===== src/ssrp_pkg.sv =====
// Operation
// Stop bit low halts after current readout
// Revision code in control one is read-only
// Control one bit 5 enables rolling holdoff
// Bit 6 substitutes auxiliary input for last pixel; here aux_sel_o marks the slot after the final pixel instead
// Bits 7-11 mirror pins in master mode
// Second region rows shared with first invalid
// Register access follows strobe edges only
// Host keeps write strobe steady while selected
// Register access only in master mode
// Host strobe pulses last one master clock
// Chip select rise with write low writes
// Chip select fall with write high reads
// Read data driven until chip select rises
// Host addresses registers 0 to 15 hex; the map here ends at 14 hex
// Host drives twelve data bits on writes
// Host holds address, data around strobe edge
// Regions read in programmed order, retrace only
// Zero row stop ends region readout
// Sync bit makes sequencer await sync pulse
// Bus undriven and strobes ignored outside master
package ssrp_pkg;
  // ----------------------------------------------------------------
  // Widths and map
  // ----------------------------------------------------------------
  localparam int unsigned ADDR_W   = 5;
  localparam int unsigned DATA_W   = 12;
  localparam int unsigned NUM_REGS = 21;
  localparam logic [4:0] OFS_ROI0     = 5'h00;
  localparam logic [4:0] OFS_ROI1     = 5'h04;
  localparam logic [4:0] OFS_HOLDOFF  = 5'h10;
  localparam logic [4:0] OFS_TRANSFER = 5'h11;
  localparam logic [4:0] OFS_CTL0     = 5'h12;
  localparam logic [4:0] OFS_CTL1     = 5'h13;
  localparam logic [4:0] OFS_ROLL     = 5'h14;
  // Field order inside a region block
  localparam logic [4:0] ROI_ROW_START = 5'h00;
  localparam logic [4:0] ROI_ROW_STOP  = 5'h01;
  localparam logic [4:0] ROI_COL_START = 5'h02;
  localparam logic [4:0] ROI_COL_STOP  = 5'h03;
  // ----------------------------------------------------------------
  // Control fields
  // ----------------------------------------------------------------
  localparam int unsigned CTL0_SYNC_BIT   = 4;
  localparam int unsigned CTL0_STOP_N_BIT = 11;
  localparam int unsigned CTL1_REV_MSB    = 4;
  localparam int unsigned CTL1_RSH_BIT    = 5;
  localparam int unsigned CTL1_AUX_BIT    = 6;
  localparam int unsigned CTL1_MIR_LSB    = 7;
  localparam int unsigned CTL1_MIR_MSB    = 11;
  // ----------------------------------------------------------------
  // Reset values
  // ----------------------------------------------------------------
  localparam logic [11:0] CTL0_RST  = 12'h00C;
  localparam logic [11:0] CTL1_RST  = 12'h040;
  localparam logic [11:0] OTHER_RST = 12'h000;
  // Arbitrary revision value
  localparam logic [4:0]  REV_CODE  = 5'h0A;
  // ----------------------------------------------------------------
  // Types
  // ----------------------------------------------------------------
  typedef struct packed {
    logic        cs_n;
    logic        wr_n;
    logic [4:0]  addr;
    logic [11:0] data;
  } ssrp_bus_t;
  typedef struct packed {
    logic pause;
    logic row_ctl_hi;
    logic row_ctl_lo;
    logic col_ctl_hi;
    logic col_ctl_lo;
  } ssrp_mirror_t;
  typedef struct packed {
    logic [11:0] row_start;
    logic [11:0] row_stop;
    logic [11:0] col_start;
    logic [11:0] col_stop;
  } ssrp_roi_t;
  typedef enum logic [2:0] {
    ST_IDLE,
    ST_SYNC,
    ST_SCAN,
    ST_RETRACE,
    ST_HALT
  } ssrp_state_t;
endpackage


===== src/ssrp_top.sv =====
`timescale 1ns/100ps
`default_nettype none
module ssrp_top (
  input  wire logic                   clk_sys_i,
  input  wire logic                   rst_i,
  input  wire logic                   cs_n_i,
  input  wire logic                   wr_n_i,
  input  wire logic [4:0]             reg_addr_bus_i,
  input  wire logic [11:0]            reg_data_i,
  output logic [11:0]                 reg_data_o,
  output logic                        reg_data_oe_o,
  input  wire logic                   master_mode_i,
  input  wire logic                   sync_pulse_i,
  input  wire ssrp_pkg::ssrp_mirror_t ctl_pins_i,
  output ssrp_pkg::ssrp_mirror_t      ctl_eff_o,
  output logic [11:0]                 ctl0_o,
  output logic                        rolling_holdoff_enable_o,
  output logic                        aux_bypass_o,
  output logic                        aux_sel_o,
  output logic [11:0]                 row_o,
  output logic [11:0]                 col_o,
  output logic                        pix_active_o,
  output logic                        pix_valid_o,
  output logic                        halted_o
);
  // ----------------------------------------------------------------
  // Pin synchronisers
  // ----------------------------------------------------------------
  ssrp_pkg::ssrp_bus_t    bus_s1_ff;
  ssrp_pkg::ssrp_bus_t    bus_s2_ff;
  ssrp_pkg::ssrp_bus_t    bus_s3_ff;
  ssrp_pkg::ssrp_mirror_t pins_s1_ff;
  ssrp_pkg::ssrp_mirror_t pins_s2_ff;
  logic                   master_s1_ff;
  logic                   master_s2_ff;
  logic                   sync_s1_ff;
  logic                   sync_s2_ff;

  // One clock only, so strobe edges are found after the sync stages;
  // the host's one-clock minimum pulse width keeps each edge visible.
  always_ff @(posedge clk_sys_i or posedge rst_i) begin
    if (rst_i) begin
      bus_s1_ff    <= '{cs_n: 1'b1, wr_n: 1'b1, addr: 5'h00, data: 12'h000};
      bus_s2_ff    <= '{cs_n: 1'b1, wr_n: 1'b1, addr: 5'h00, data: 12'h000};
      bus_s3_ff    <= '{cs_n: 1'b1, wr_n: 1'b1, addr: 5'h00, data: 12'h000};
      pins_s1_ff   <= '0;
      pins_s2_ff   <= '0;
      master_s1_ff <= 1'b0;
      master_s2_ff <= 1'b0;
      sync_s1_ff   <= 1'b0;
      sync_s2_ff   <= 1'b0;
    end else begin
      bus_s1_ff    <= '{cs_n: cs_n_i, wr_n: wr_n_i, addr: reg_addr_bus_i,
                        data: reg_data_i};
      bus_s2_ff    <= bus_s1_ff;
      bus_s3_ff    <= bus_s2_ff;
      pins_s1_ff   <= ctl_pins_i;
      pins_s2_ff   <= pins_s1_ff;
      master_s1_ff <= master_mode_i;
      master_s2_ff <= master_s1_ff;
      sync_s1_ff   <= sync_pulse_i;
      sync_s2_ff   <= sync_s1_ff;
    end
  end

  // ----------------------------------------------------------------
  // Strobe decode
  // ----------------------------------------------------------------
  logic cs_fall;
  logic cs_rise;
  logic wr_stb;
  logic rd_stb;

  assign cs_fall = bus_s3_ff.cs_n && !bus_s2_ff.cs_n;
  assign cs_rise = !bus_s3_ff.cs_n && bus_s2_ff.cs_n;
  // Write level is stable while selected, so the last low sample serves
  assign wr_stb  = cs_rise && !bus_s3_ff.wr_n && master_s2_ff;
  assign rd_stb  = cs_fall && bus_s2_ff.wr_n && master_s2_ff;

  // ----------------------------------------------------------------
  // Register storage
  // ----------------------------------------------------------------
  logic [11:0] regs_ff [ssrp_pkg::NUM_REGS];

  genvar gi;
  generate
    for (gi = 0; gi < ssrp_pkg::NUM_REGS; gi++) begin : g_reg
      localparam logic [4:0]  IDX = 5'(gi);
      localparam logic [11:0] RST =
        (IDX == ssrp_pkg::OFS_CTL0) ? ssrp_pkg::CTL0_RST :
        (IDX == ssrp_pkg::OFS_CTL1) ? ssrp_pkg::CTL1_RST :
        ssrp_pkg::OTHER_RST;
      always_ff @(posedge clk_sys_i or posedge rst_i) begin
        if (rst_i) begin
          regs_ff[gi] <= RST;
        end else if (wr_stb && bus_s3_ff.addr == IDX) begin
          regs_ff[gi] <= bus_s3_ff.data;
        end
      end
    end
  endgenerate

  function automatic logic [11:0] rd_word(input logic [4:0] a);
    logic [11:0] w;
    w = 12'h000;
    if (a == ssrp_pkg::OFS_CTL1) begin
      // Stored low bits are never shown; revision is fixed
      w = {regs_ff[ssrp_pkg::OFS_CTL1][11:5], ssrp_pkg::REV_CODE};
    end else if (a < 5'(ssrp_pkg::NUM_REGS)) begin
      w = regs_ff[a];
    end
    return w;
  endfunction

  // ----------------------------------------------------------------
  // Read port
  // ----------------------------------------------------------------
  always_ff @(posedge clk_sys_i or posedge rst_i) begin
    if (rst_i) begin
      reg_data_o    <= 12'h000;
      reg_data_oe_o <= 1'b0;
    end else if (!master_s2_ff || cs_rise) begin
      reg_data_oe_o <= 1'b0;
    end else if (rd_stb) begin
      reg_data_o    <= rd_word(bus_s2_ff.addr);
      reg_data_oe_o <= 1'b1;
    end
  end

  // ----------------------------------------------------------------
  // Control outputs
  // ----------------------------------------------------------------
  logic [11:0] ctl0_w;
  logic [11:0] ctl1_w;

  assign ctl0_w = regs_ff[ssrp_pkg::OFS_CTL0];
  assign ctl1_w = regs_ff[ssrp_pkg::OFS_CTL1];

  // Pause is the lowest mirror bit but the first struct field
  logic [4:0] mir_w;
  genvar gm;
  generate
    for (gm = 0; gm <= ssrp_pkg::CTL1_MIR_MSB - ssrp_pkg::CTL1_MIR_LSB;
         gm++) begin : g_mir
      assign mir_w[4 - gm] = ctl1_w[ssrp_pkg::CTL1_MIR_LSB + gm];
    end
  endgenerate

  always_ff @(posedge clk_sys_i or posedge rst_i) begin
    if (rst_i) begin
      ctl_eff_o                <= '0;
      ctl0_o                   <= ssrp_pkg::CTL0_RST;
      rolling_holdoff_enable_o <= 1'b0;
      aux_bypass_o             <= 1'b1;
    end else begin
      ctl_eff_o <= master_s2_ff ? ssrp_pkg::ssrp_mirror_t'(mir_w) :
        pins_s2_ff;
      ctl0_o                   <= ctl0_w;
      rolling_holdoff_enable_o <= ctl1_w[ssrp_pkg::CTL1_RSH_BIT];
      aux_bypass_o             <= ctl1_w[ssrp_pkg::CTL1_AUX_BIT];
    end
  end

  // ----------------------------------------------------------------
  // Region readout
  // ----------------------------------------------------------------
  ssrp_pkg::ssrp_roi_t roi0;
  ssrp_pkg::ssrp_roi_t roi1;
  logic                last_pix;

  assign roi0 = '{
    row_start: regs_ff[ssrp_pkg::OFS_ROI0 + ssrp_pkg::ROI_ROW_START],
    row_stop:  regs_ff[ssrp_pkg::OFS_ROI0 + ssrp_pkg::ROI_ROW_STOP],
    col_start: regs_ff[ssrp_pkg::OFS_ROI0 + ssrp_pkg::ROI_COL_START],
    col_stop:  regs_ff[ssrp_pkg::OFS_ROI0 + ssrp_pkg::ROI_COL_STOP]};
  assign roi1 = '{
    row_start: regs_ff[ssrp_pkg::OFS_ROI1 + ssrp_pkg::ROI_ROW_START],
    row_stop:  regs_ff[ssrp_pkg::OFS_ROI1 + ssrp_pkg::ROI_ROW_STOP],
    col_start: regs_ff[ssrp_pkg::OFS_ROI1 + ssrp_pkg::ROI_COL_START],
    col_stop:  regs_ff[ssrp_pkg::OFS_ROI1 + ssrp_pkg::ROI_COL_STOP]};

  ssrp_roi_seq u_seq (
    .clk_sys_i  (clk_sys_i),
    .rst_i      (rst_i),
    .run_i      (ctl0_w[ssrp_pkg::CTL0_STOP_N_BIT]),
    .sync_en_i  (ctl0_w[ssrp_pkg::CTL0_SYNC_BIT]),
    .sync_i     (sync_s2_ff),
    .pause_i    (ctl_eff_o.pause),
    .roi0_i     (roi0),
    .roi1_i     (roi1),
    .row_o      (row_o),
    .col_o      (col_o),
    .active_o   (pix_active_o),
    .valid_o    (pix_valid_o),
    .last_pix_o (last_pix),
    .halted_o   (halted_o)
  );

  // Auxiliary sample takes the slot after the final pixel of the frame
  always_ff @(posedge clk_sys_i or posedge rst_i) begin
    if (rst_i) begin
      aux_sel_o <= 1'b0;
    end else begin
      aux_sel_o <= 1'b0;
      if (last_pix && aux_bypass_o) begin
        aux_sel_o <= 1'b1;
      end
    end
  end

  // ----------------------------------------------------------------
  // Checks
  // ----------------------------------------------------------------
  a_write_commit: assert property (
    @(posedge clk_sys_i) disable iff (rst_i)
    wr_stb && bus_s3_ff.addr == ssrp_pkg::OFS_CTL0
    |=> ##1 ctl0_o == $past(bus_s3_ff.data, 2))
    else $error("control zero write not committed");
  a_read_drive: assert property (
    @(posedge clk_sys_i) disable iff (rst_i)
    rd_stb |=> reg_data_oe_o)
    else $error("read did not drive data bus");
  a_read_hold: assert property (
    @(posedge clk_sys_i) disable iff (rst_i)
    reg_data_oe_o && !cs_rise && master_s2_ff
    |=> $stable(reg_data_o) && reg_data_oe_o)
    else $error("read data changed while selected");
  a_release_bus: assert property (
    @(posedge clk_sys_i) disable iff (rst_i)
    cs_rise || !master_s2_ff |=> !reg_data_oe_o)
    else $error("data bus still driven");
  a_slave_ignore: assert property (
    @(posedge clk_sys_i) disable iff (rst_i)
    !master_s2_ff |=> ##1 $stable(ctl0_o))
    else $error("register changed outside master mode");
  a_rev_fixed: assert property (
    @(posedge clk_sys_i) disable iff (rst_i)
    rd_stb && bus_s2_ff.addr == ssrp_pkg::OFS_CTL1
    |=> reg_data_o[4:0] == ssrp_pkg::REV_CODE)
    else $error("revision code not read back");
  a_mirror_sel: assert property (
    @(posedge clk_sys_i) disable iff (rst_i)
    !master_s2_ff |=> ctl_eff_o == $past(pins_s2_ff))
    else $error("pins do not govern in slave mode");
  a_holdoff_out: assert property (
    @(posedge clk_sys_i) disable iff (rst_i)
    ##1 rolling_holdoff_enable_o == $past(ctl1_w[ssrp_pkg::CTL1_RSH_BIT]))
    else $error("holdoff enable does not follow register");
  c_write: cover property (@(posedge clk_sys_i) disable iff (rst_i)
    wr_stb);
  c_read: cover property (@(posedge clk_sys_i) disable iff (rst_i)
    rd_stb ##[1:20] cs_rise);
endmodule // ssrp_top
`default_nettype wire


===== src/ssrp_roi_seq.sv =====
`timescale 1ns/100ps
`default_nettype none
module ssrp_roi_seq (
  input  wire logic              clk_sys_i,
  input  wire logic              rst_i,
  input  wire logic              run_i,
  input  wire logic              sync_en_i,
  input  wire logic              sync_i,
  input  wire logic              pause_i,
  input  wire ssrp_pkg::ssrp_roi_t roi0_i,
  input  wire ssrp_pkg::ssrp_roi_t roi1_i,
  output logic [11:0]            row_o,
  output logic [11:0]            col_o,
  output logic                   active_o,
  output logic                   valid_o,
  output logic                   last_pix_o,
  output logic                   halted_o
);
  ssrp_pkg::ssrp_state_t state_ff;
  logic                  idx_ff;
  logic [11:0]           row_ff;
  logic [11:0]           col_ff;
  ssrp_pkg::ssrp_roi_t   cur;
  logic                  emit;
  logic                  row_end;
  logic                  reg_end;
  logic                  last_reg;

  assign cur      = idx_ff ? roi1_i : roi0_i;
  assign emit     = (state_ff == ssrp_pkg::ST_SCAN) && !pause_i &&
                    (cur.row_stop != 12'h000);
  assign row_end  = (col_ff == cur.col_stop);
  assign reg_end  = row_end && (row_ff == cur.row_stop);
  assign last_reg = idx_ff || (roi1_i.row_stop == 12'h000);

  // ----------------------------------------------------------------
  // Frame sequencing
  // ----------------------------------------------------------------
  always_ff @(posedge clk_sys_i or posedge rst_i) begin
    if (rst_i) begin
      state_ff <= ssrp_pkg::ST_IDLE;
      idx_ff   <= 1'b0;
      row_ff   <= 12'h000;
      col_ff   <= 12'h000;
    end else begin
      case (state_ff)
        ssrp_pkg::ST_IDLE: begin
          idx_ff   <= 1'b0;
          row_ff   <= roi0_i.row_start;
          col_ff   <= roi0_i.col_start;
          state_ff <= sync_en_i ? ssrp_pkg::ST_SYNC : ssrp_pkg::ST_SCAN;
        end
        ssrp_pkg::ST_SYNC: begin
          if (sync_i) begin
            state_ff <= ssrp_pkg::ST_SCAN;
          end
        end
        ssrp_pkg::ST_SCAN: begin
          if (cur.row_stop == 12'h000) begin
            state_ff <= run_i ? ssrp_pkg::ST_IDLE : ssrp_pkg::ST_HALT;
          end else if (emit) begin
            if (reg_end) begin
              if (last_reg) begin
                state_ff <= run_i ? ssrp_pkg::ST_IDLE : ssrp_pkg::ST_HALT;
              end else begin
                state_ff <= ssrp_pkg::ST_RETRACE;
              end
            end else if (row_end) begin
              col_ff <= cur.col_start;
              row_ff <= row_ff + 12'h001;
            end else begin
              col_ff <= col_ff + 12'h001;
            end
          end
        end
        ssrp_pkg::ST_RETRACE: begin
          // Only the ordinary one-cycle retrace between regions
          idx_ff   <= 1'b1;
          row_ff   <= roi1_i.row_start;
          col_ff   <= roi1_i.col_start;
          state_ff <= ssrp_pkg::ST_SCAN;
        end
        ssrp_pkg::ST_HALT: begin
          if (run_i) begin
            state_ff <= ssrp_pkg::ST_IDLE;
          end
        end
        default: state_ff <= ssrp_pkg::ST_IDLE;
      endcase
    end
  end

  // ----------------------------------------------------------------
  // Registered pixel outputs
  // ----------------------------------------------------------------
  always_ff @(posedge clk_sys_i or posedge rst_i) begin
    if (rst_i) begin
      row_o      <= 12'h000;
      col_o      <= 12'h000;
      active_o   <= 1'b0;
      valid_o    <= 1'b0;
      last_pix_o <= 1'b0;
      halted_o   <= 1'b0;
    end else begin
      row_o      <= row_ff;
      col_o      <= col_ff;
      active_o   <= emit;
      // Rows already read by the first region are spent
      valid_o    <= emit && !(idx_ff && (row_ff >= roi0_i.row_start) &&
                    (row_ff <= roi0_i.row_stop));
      last_pix_o <= emit && reg_end && last_reg;
      halted_o   <= (state_ff == ssrp_pkg::ST_HALT);
    end
  end

  // ----------------------------------------------------------------
  // Checks
  // ----------------------------------------------------------------
  a_halt_on_stop: assert property (
    @(posedge clk_sys_i) disable iff (rst_i)
    emit && reg_end && last_reg && !run_i |=> ##1 halted_o)
    else $error("sequencer did not halt after readout");
  a_zero_stop_end: assert property (
    @(posedge clk_sys_i) disable iff (rst_i)
    state_ff == ssrp_pkg::ST_SCAN && cur.row_stop == 12'h000
    |=> !active_o ##1 !active_o)
    else $error("readout went on past zero row stop");
  a_sync_wait: assert property (
    @(posedge clk_sys_i) disable iff (rst_i)
    state_ff == ssrp_pkg::ST_SYNC && !sync_i |=> !active_o ##1 !active_o)
    else $error("sequencer ran without sync pulse");
  a_region_order: assert property (
    @(posedge clk_sys_i) disable iff (rst_i)
    state_ff == ssrp_pkg::ST_RETRACE |=> state_ff == ssrp_pkg::ST_SCAN
    && idx_ff)
    else $error("second region not next after retrace");
  a_overlap_bad: assert property (
    @(posedge clk_sys_i) disable iff (rst_i)
    emit && idx_ff && row_ff == roi0_i.row_start |=> !valid_o)
    else $error("shared row of second region marked valid");
  c_two_regions: cover property (@(posedge clk_sys_i) disable iff (rst_i)
    state_ff == ssrp_pkg::ST_RETRACE ##1 emit);
  c_halted: cover property (@(posedge clk_sys_i) disable iff (rst_i)
    $rose(halted_o));
  c_sync: cover property (@(posedge clk_sys_i) disable iff (rst_i)
    state_ff == ssrp_pkg::ST_SYNC ##1 state_ff == ssrp_pkg::ST_SCAN);
endmodule // ssrp_roi_seq
`default_nettype wire


===== config.mk =====
export PLATFORM = sky130hd
export DESIGN_NAME = ssrp_top
export DESIGN_NICKNAME = d
export VERILOG_FILES = /design/src/ssrp_pkg.sv /design/src/ssrp_top.sv /design/src/ssrp_roi_seq.sv
export SDC_FILE = /design/constraint.sdc
export NUM_CORES = 1
export LEC_CHECK = 0
export BUFFER_PORTS_ARGS = -buffer_cell sky130_fd_sc_hd__buf_2
export CORE_MARGIN = 3
export CORE_UTILIZATION = 60
export CTS_CLUSTER_SIZE = 28
export DETAILED_ROUTE_END_ITERATION = 10
export PLACE_DENSITY_LB_ADDON = 0.12
export SYNTH_ARGS = -nofsm -noshare
export SYNTH_HDL_FRONTEND = slang
export SYNTH_SLANG_ARGS = --single-unit

===== constraint.sdc =====
create_clock -name clk_sys_i -period 13.55 [get_ports clk_sys_i]
set_input_delay 0.6775 -clock clk_sys_i [delete_from_list [all_inputs] [get_ports clk_sys_i]]
set_output_delay 0.6775 -clock clk_sys_i [all_outputs]
set_load 0.02 [all_outputs]

==> impl_metrics.env, run 1 <==
export IMPL_cts_tree="yes"
export IMPL_period_minus_slack_ns=3.29
export IMPL_synth_seq_cells=410
export IMPL_post_cts_buffers=0
export IMPL_wire_per_inst_um=24.9
export IMPL_die_h_um=181
export IMPL_root_buffer="clkbuf_16"
export IMPL_grt_pass1_wl_um=74000
export IMPL_cts_hold_buf=0
export IMPL_path_cells="buf_4, mux2i_1, xnor2_1, nor4_2, and3_1, nand3_1, or3_1, nand3_1"
export IMPL_syn_area_um2=18400
export IMPL_numCtsBuffers=43
export IMPL_globalRouteTotalUtil_pct=29.3
export IMPL_hpwl_um=32000
export IMPL_rsz0062_at_grt="false"
export IMPL_nNetsFinal=1534
export IMPL_crit_arrival_ns=3.77
export IMPL_cap_violations=0
export IMPL_placed_cells_incl_taps=1825
export IMPL_crit_buf_inv=1
export IMPL_crit_family="simple AND/OR/NAND/NOR gates"
export IMPL_final_cells=1905
export IMPL_area_delta_synth_final_pct=11.2
export IMPL_regArea_um2=10300
export IMPL_p_leak_uw=0.00951
export IMPL_synth_cell_types=67
export IMPL_synth_main_ff_cell="dfrtp_1"
export IMPL_multiInputGateArea_um2=7520
export IMPL_dr_pass1_iters=5
export IMPL_max_stage_delay_ns=0.50
export IMPL_clock_path_buffers=3
export IMPL_drive_gt1_share_pct=32.9
export IMPL_slowest_stage="or3_1"
export IMPL_setup_tns_final_ns=0
export IMPL_gp_congestion=0.947
export IMPL_slew_headroom_pct=17.1
export IMPL_hold_class="in2reg"
export IMPL_irDropWorstVdd_v=0.000144
export IMPL_fin_worst_skew_ns=0.0208
export IMPL_syn_nets=1485
export IMPL_drt_iter0_drc=1102
export IMPL_vias=12000
export IMPL_overflow=0
export IMPL_fill_cells=2219
export IMPL_synth_edf_count=0
export IMPL_fmax_mhz=304
export IMPL_cts_resized=0
export IMPL_status="finished clean"
export IMPL_fp_dieArea_um2=32800
export IMPL_cp_common_cell="nand3_1"
export IMPL_fp_dieW_um=181
export IMPL_ant_nets=0
export IMPL_grt_pass1_vias=12200
export IMPL_initial_utilization_pct=61.4
export IMPL_totalWireLength_um=47400
export IMPL_yosysWarnings=0
export IMPL_diodes=0
export IMPL_io_buffers=87
export IMPL_cp_max_fo=37
export IMPL_route_detailed_vias_per_inst=6.29
export IMPL_netlist_instances=1431
export IMPL_synth_avg_cell_area_um2=12.8
export IMPL_core_um2=30000
export IMPL_path_clk_slew_ns=0.06
export IMPL_drc=0
export IMPL_criticalPathCategory="reg2reg"
export IMPL_reg2regPathDepth=8
export IMPL_slew_violations=0
export IMPL_antenna_found_initial=1
export IMPL_tightest_slew_ns=1.24
export IMPL_synthArstFlopShare_pct=100
export IMPL_finalCritPeriodShare_pct=24.3
export IMPL_placementRows=63
export IMPL_clock_latency_ns=0.56
export IMPL_clock_sinks=410
export IMPL_hold_path_depth=1
export IMPL_io_pins=88
export IMPL_p_per_area_nw_per_um2=158
export IMPL_critical_path_startpoint_type="flop"
export IMPL_setup_viol=0
export IMPL_cp_depth=8
export IMPL_cp_required_ns=14.03
export IMPL_grt_start_max_net_pins=129
export IMPL_ys_seq_area_share_pct=55.9
export IMPL_htree_num_levels=2
export IMPL_finalHoldViolCount=0
export IMPL_endpoint_kind="flop"
cell usage in the layout, fill, tap and decap left out, types with 23 or more instances in the layout:
cell | synthesis | final
ha_1 | 26 | 26
nor2_1 | 60 | 60
inv_1 | 37 | 36
xnor2_1 | 32 | 32
mux2_2 | 248 | 248
nand2_1 | 96 | 96
buf_2 | 14 | 87
clkbuf_16 | 0 | 43
a21oi_1 | 29 | 29
o21ai_0 | 58 | 58
nand3_1 | 37 | 37
buf_4 | 3 | 23
mux2i_1 | 41 | 41
mux4_2 | 34 | 34
dfrtp_1 | 398 | 395
Yosys cell counts, drive strengths merged, types with 4 or more instances:
cell type / count / area share [%]
a21oi: 29 / 0.79
a221o: 5 / 0.27
and2: 5 / 0.17
o21a: 4 / 0.16
nand3: 39 / 1.1
o22ai: 6 / 0.20
nand2: 96 / 2.0
o211a: 6 / 0.33
or3: 5 / 0.17
mux4: 34 / 4.2
ha: 26 / 1.8
mux2: 249 / 15
clkbuf: 77 / 1.6
a31oi: 4 / 0.14
mux2i: 41 / 2.2
nand3b: 4 / 0.16
a22oi: 11 / 0.45
nor2: 60 / 1.2
xnor2: 32 / 1.5
a21o: 6 / 0.25
nor2b: 6 / 0.20
o221a: 10 / 0.61
o32ai: 5 / 0.24
inv: 37 / 0.76
nor3: 15 / 0.41
nand2b: 12 / 0.41
dfrtp: 398 / 54
nor4: 14 / 0.58
o32a: 6 / 0.33
dfstp: 12 / 1.7
o21ai: 60 / 1.6
xor2: 12 / 0.57
o211ai: 5 / 0.20
a211oi: 13 / 0.53
buf: 29 / 0.93
a221oi: 14 / 0.67
nand4: 5 / 0.17
and3: 7 / 0.24
kinds of logic after synthesis:
group	share of synthesized area [%]
XOR/XNOR	2.10
AND/OR/NAND/NOR	7.28
multiplexers	21.7
adder cells (fa/ha/maj)	1.82
buffers and inverters	3.28
flip-flops	55.9
AO/OA/AOI/OAI	7.96
metal layers:
layer | GRT usage [%] | vias up | routed length [µm]
li1 | - | 5248 | -
met1 | 42.0 | 6139 | 20300
met2 | 45.7 | 489 | 22100
met3 | 5.15 | 110 | 3160
met4 | 10.5 | 2 | 1870
met5 | 0 | - | 7
flip-flops by register name, indices dropped and copies added (netlist names), 3 cells and up:
register and count:
bus_s1_ff 19, regs_ff 228, u_seq.row_o 12, ctl_eff_o 5, ctl0_o 12, u_seq.col_ff 12, reg_data_o 12, u_seq.row_ff 12
u_seq.col_o 12, bus_s2_ff 19, u_seq.state_ff 3, pins_s2_ff 5, ctl0_w 12, pins_s1_ff 5, ctl1_w 10, bus_s3_ff 19
worst reg2reg max path, cell delays in order, from the launching register on:
cell and delay, ns:
dfrtp_2 0.34, buf_4 0.48, mux2i_1 0.33, xnor2_1 0.10, nor4_2 0.43, and3_1 0.48
nand3_1 0.48, or3_1 0.50, nand3_1 0.07
worst paths after layout:
path | startpoint | to | slack, ns
setup / recovery | u_seq.idx_ff$_DFFE_PP0P_ | u_seq.row_ff[11]$_DFFE_PP0P_ | 10.26
hold / removal | sync_pulse_i | sync_s1_ff$_DFF_PP0_ | 0.22
setup reg to reg | u_seq.idx_ff$_DFFE_PP0P_ | u_seq.row_ff[11]$_DFFE_PP0P_ | 10.26
hold reg to reg | bus_s2_ff[6]$_DFF_PP0_ | bus_s3_ff[6]$_DFF_PP0_ | 0.35
max in group asynchronous | rst_i | u_seq.idx_ff$_DFFE_PP0P_ | 10.81
min in group asynchronous | rst_i | regs_ff[67]$_DFFE_PP0P_ | 0.30
per-stage QoR:
stage	area [µm²]	power, µW	utilization, %	setup WS, ns	hold WS (ns)
6_report	20400	3220	68.2	10.26	0.223
5_1_grt	20400	3370	68.2	10.03	0.210
4_1_cts	20400	3240	68.2	10.29	0.206
3_5_place_dp	19000	2100	63.6	10.13	0.335
3_3_place_gp	19000	2090	63.6	10.14	0.332
2_1_floorplan	18400	1910	-	1.48	0.331
where the power goes:
part | internal [µW] | total [µW] | switching [µW]
clock | 650 | 1140 | 487
sequential | 1330 | 1490 | 154
combinational | 254 | 596 | 343
total | 2240 | 3220 | 984
layout make-up:
cell class                 instances  share of cell area (%)
clock buffer                      66                    6.18
sequential                       410                    50.3
multi-input combinational        877                    36.8
tap                              390                    2.39
inverter                          38                   0.735
timing repair buffer             110                    2.98
clock inverter                    14                   0.606
(Power assumes the default switching activity.)
==> run 2: changes to the inputs <==
--- a/config.mk
+++ b/config.mk
@@ -7,7 +7,7 @@
 export LEC_CHECK = 0
 export BUFFER_PORTS_ARGS = -buffer_cell sky130_fd_sc_hd__buf_2
 export CORE_MARGIN = 3
-export CORE_UTILIZATION = 60
+export CORE_UTILIZATION = 56
 export CTS_CLUSTER_SIZE = 28
 export DETAILED_ROUTE_END_ITERATION = 10
 export PLACE_DENSITY_LB_ADDON = 0.12
==> constraint.sdc (replaced) <==
create_clock -name clk_sys_i -period 2.6 [get_ports clk_sys_i]
set_input_delay 0.13 -clock clk_sys_i [delete_from_list [all_inputs] [get_ports clk_sys_i]]
set_output_delay 0.13 -clock clk_sys_i [all_outputs]
set_load 0.02 [all_outputs]
==> run 2 against run 1 <==
  * Global-route usage shrank 0.28 points
  * Non-clock buffer count rose by 119
  * Combinational power rose to 6.6 times the previous value
  * Critical path type unchanged
  * Sequential cell count is the same
  * Count of clock-buffer cells in the layout down 3
  * Sequential power grew to 5.0 times the previous value
  * Clock power grew to 5.5 times the previous value
  * Fmax up 31%
  * Die area grew 6.9%
==> impl_metrics.env, run 2 (synthesized netlist as in run 1, its figures left out) <==
export IMPL_reg2reg_setup_slack_ns=0.1
export IMPL_cp_required_ns=3.02
export IMPL_largest_reg_flops=228
export IMPL_fin_worst_skew_ns=0.0162
export IMPL_path_clk_slew_ns=0.07
export IMPL_p_per_area_nw_per_um2=815
export IMPL_period_minus_slack_ns=2.50
export IMPL_placed_cells_incl_taps=1953
export IMPL_finalCritPeriodShare_pct=96.2
export IMPL_gp_congestion=0.984
export IMPL_layout_common_cells="dfrtp_1, mux2_2, buf_4, nand2_1, buf_2"
export IMPL_vias=12600
export IMPL_fmax_mhz=400
export IMPL_root_buffer="clkbuf_16"
export IMPL_die_h_um=187
export IMPL_crit_arrival_ns=2.92
export IMPL_drc=0
export IMPL_clock_path_buffers=3
export IMPL_placementRows=65
export IMPL_ant_nets=0
export IMPL_pre_cts_ws_ns=0.0479
export IMPL_htree_num_levels=2
export IMPL_status="finished clean"
export IMPL_initial_utilization_pct=57.5
export IMPL_dr_pass1_iters=5
export IMPL_grt_pass1_wl_um=78700
export IMPL_route_detailed_vias_per_inst=6.11
export IMPL_endpoint_kind="flop"
export IMPL_timing_final_ws_setup_ns=0.0991
export IMPL_fill_cells=2374
export IMPL_p_leak_uw=0.0102
export IMPL_grt_pass1_vias=12800
export IMPL_globalRouteTotalUtil_pct=29.0
export IMPL_clock_sinks=410
export IMPL_area_delta_synth_final_pct=18.0
export IMPL_totalWireLength_um=50500
export IMPL_drive_gt1_share_pct=36.8
export IMPL_drt_iter0_drc=1139
export IMPL_wire_per_inst_um=24.4
export IMPL_numCtsBuffers=43
export IMPL_reg2regPathDepth=9
export IMPL_io_pins=88
export IMPL_crit_path_end="u_seq.col_ff[6]$_DFFE_PP0P_"
export IMPL_overflow=0
export IMPL_setup_tns_final_ns=0
export IMPL_slew_headroom_pct=30.8
export IMPL_grt_start_max_net_pins=101
export IMPL_slew_violations=0
export IMPL_hold_class="in2async"
export IMPL_largest_register="regs_ff"
export IMPL_core_um2=32000
export IMPL_critical_path_startpoint_type="flop"
export IMPL_final_cells=2067
export IMPL_diodes=0
export IMPL_tightest_slew_ns=1.04
export IMPL_setup_viol=0
export IMPL_hpwl_um=34900
export IMPL_io_buffers=87
export IMPL_whs_ns=0.199
export IMPL_nNetsFinal=1653
export IMPL_antenna_found_initial=0
export IMPL_criticalPathCategory="reg2reg"
export IMPL_cap_violations=0
export IMPL_finalHoldViolCount=0
export IMPL_layout_commonest_cell="dfrtp_1"
export IMPL_crit_start="u_seq.idx_ff$_DFFE_PP0P_"
export IMPL_r2r_start="u_seq.idx_ff$_DFFE_PP0P_"
export IMPL_clock_latency_ns=0.55
export IMPL_fp_dieArea_um2=35000
export IMPL_irDropWorstVdd_v=0.000670
export IMPL_fp_dieW_um=187
export IMPL_cp_max_fo=13
export IMPL_r2r_end="u_seq.col_ff[6]$_DFFE_PP0P_"
export IMPL_cts_tree="yes"
## run 2: cell count changes in the layout (fill, tap and decap cells not counted), moves of 2 or more
cell           delta
buf_12           +11
clkbuf_8          +3
clkinv_8          -3
clkbuf_1          -8
bufinv_16         +2
dlygate4sd3_1    +27
clkbuf_16         +2
clkinv_2          +3
buf_4            +81
## run 2: worst max-delay path, stage by stage (launching register included)
cell      delay (ns)
dfrtp_2         0.39
buf_12          0.16
mux2i_1         0.24
xnor2_1         0.11
nor4_2          0.39
nand3_2         0.19
buf_4           0.21
o221ai_4        0.19
buf_12          0.16
mux2_2          0.33
## run 2: how the worst min path moves through the flow
stage,startpoint,end,slack (ns),depth (start not counted)
final,rst_i,regs_ff[100]$_DFFE_PP0P_,0.20,3
after global routing,rst_i,regs_ff[98]$_DFFE_PP0P_,0.22,3
after CTS,rst_i,regs_ff[103]$_DFFE_PP0P_,0.19,3
after detailed placement,rst_i,regs_ff[98]$_DFFE_PP0P_,0.22,2
after global placement,rst_i,regs_ff[78]$_DFFE_PP0P_,0.21,2
after floorplan,wr_n_i,bus_s1_ff[17]$_DFF_PP1_,0.13,0
## run 2: metal layers
| metal | vias to the layer above | share of wire [%] | GRT usage (%) |
|---|---|---|---|
| met5 | - | 0 | 0 |
| met4 | 0 | 3.6 | 9.25 |
| met3 | 99 | 5.7 | 3.71 |
| met2 | 464 | 47 | 45.7 |
| met1 | 6565 | 44 | 42.4 |
| li1 | 5501 | - | - |
## run 2: what timing repair did
action | CTS | global route
endpoints found under the hold margin | 37 | 0
resized for setup | 0 | 3
hold buffers | 27 | 0
buffers inserted | 0 | 9
endpoints found under the setup margin | 0 | 26
## run 2: layout make-up
| type | count | area (µm²) | share of cell area [%] |
|---|---|---|---|
| timing repair buffer | 229 | 1710 | 7.87 |
| multi-input combinational | 877 | 7530 | 34.8 |
| clock buffer | 63 | 1320 | 6.11 |
| inverter | 38 | 146 | 0.675 |
| sequential | 410 | 10300 | 47.4 |
| clock inverter | 15 | 143 | 0.658 |
| tap | 435 | 544 | 2.51 |
## run 2: per-stage QoR
| stage | area [µm²] | total power, µW | utilization [%] |
|---|---|---|---|
| 2_1_floorplan | 18400 | 9970 | - |
| 3_5_place_dp | 19900 | 11300 | 62.1 |
| 4_1_cts | 21600 | 17600 | 67.5 |
| 3_3_place_gp | 19900 | 11200 | 62.1 |
| 6_report | 21700 | 17700 | 67.8 |
| 5_1_grt | 21700 | 18400 | 67.8 |
## run 2: report_power, final
group          switching [µW]  internal, µW
registers                 564          6950
clock network            2520          3740
logic                    2180          1720
total                    5270         12400
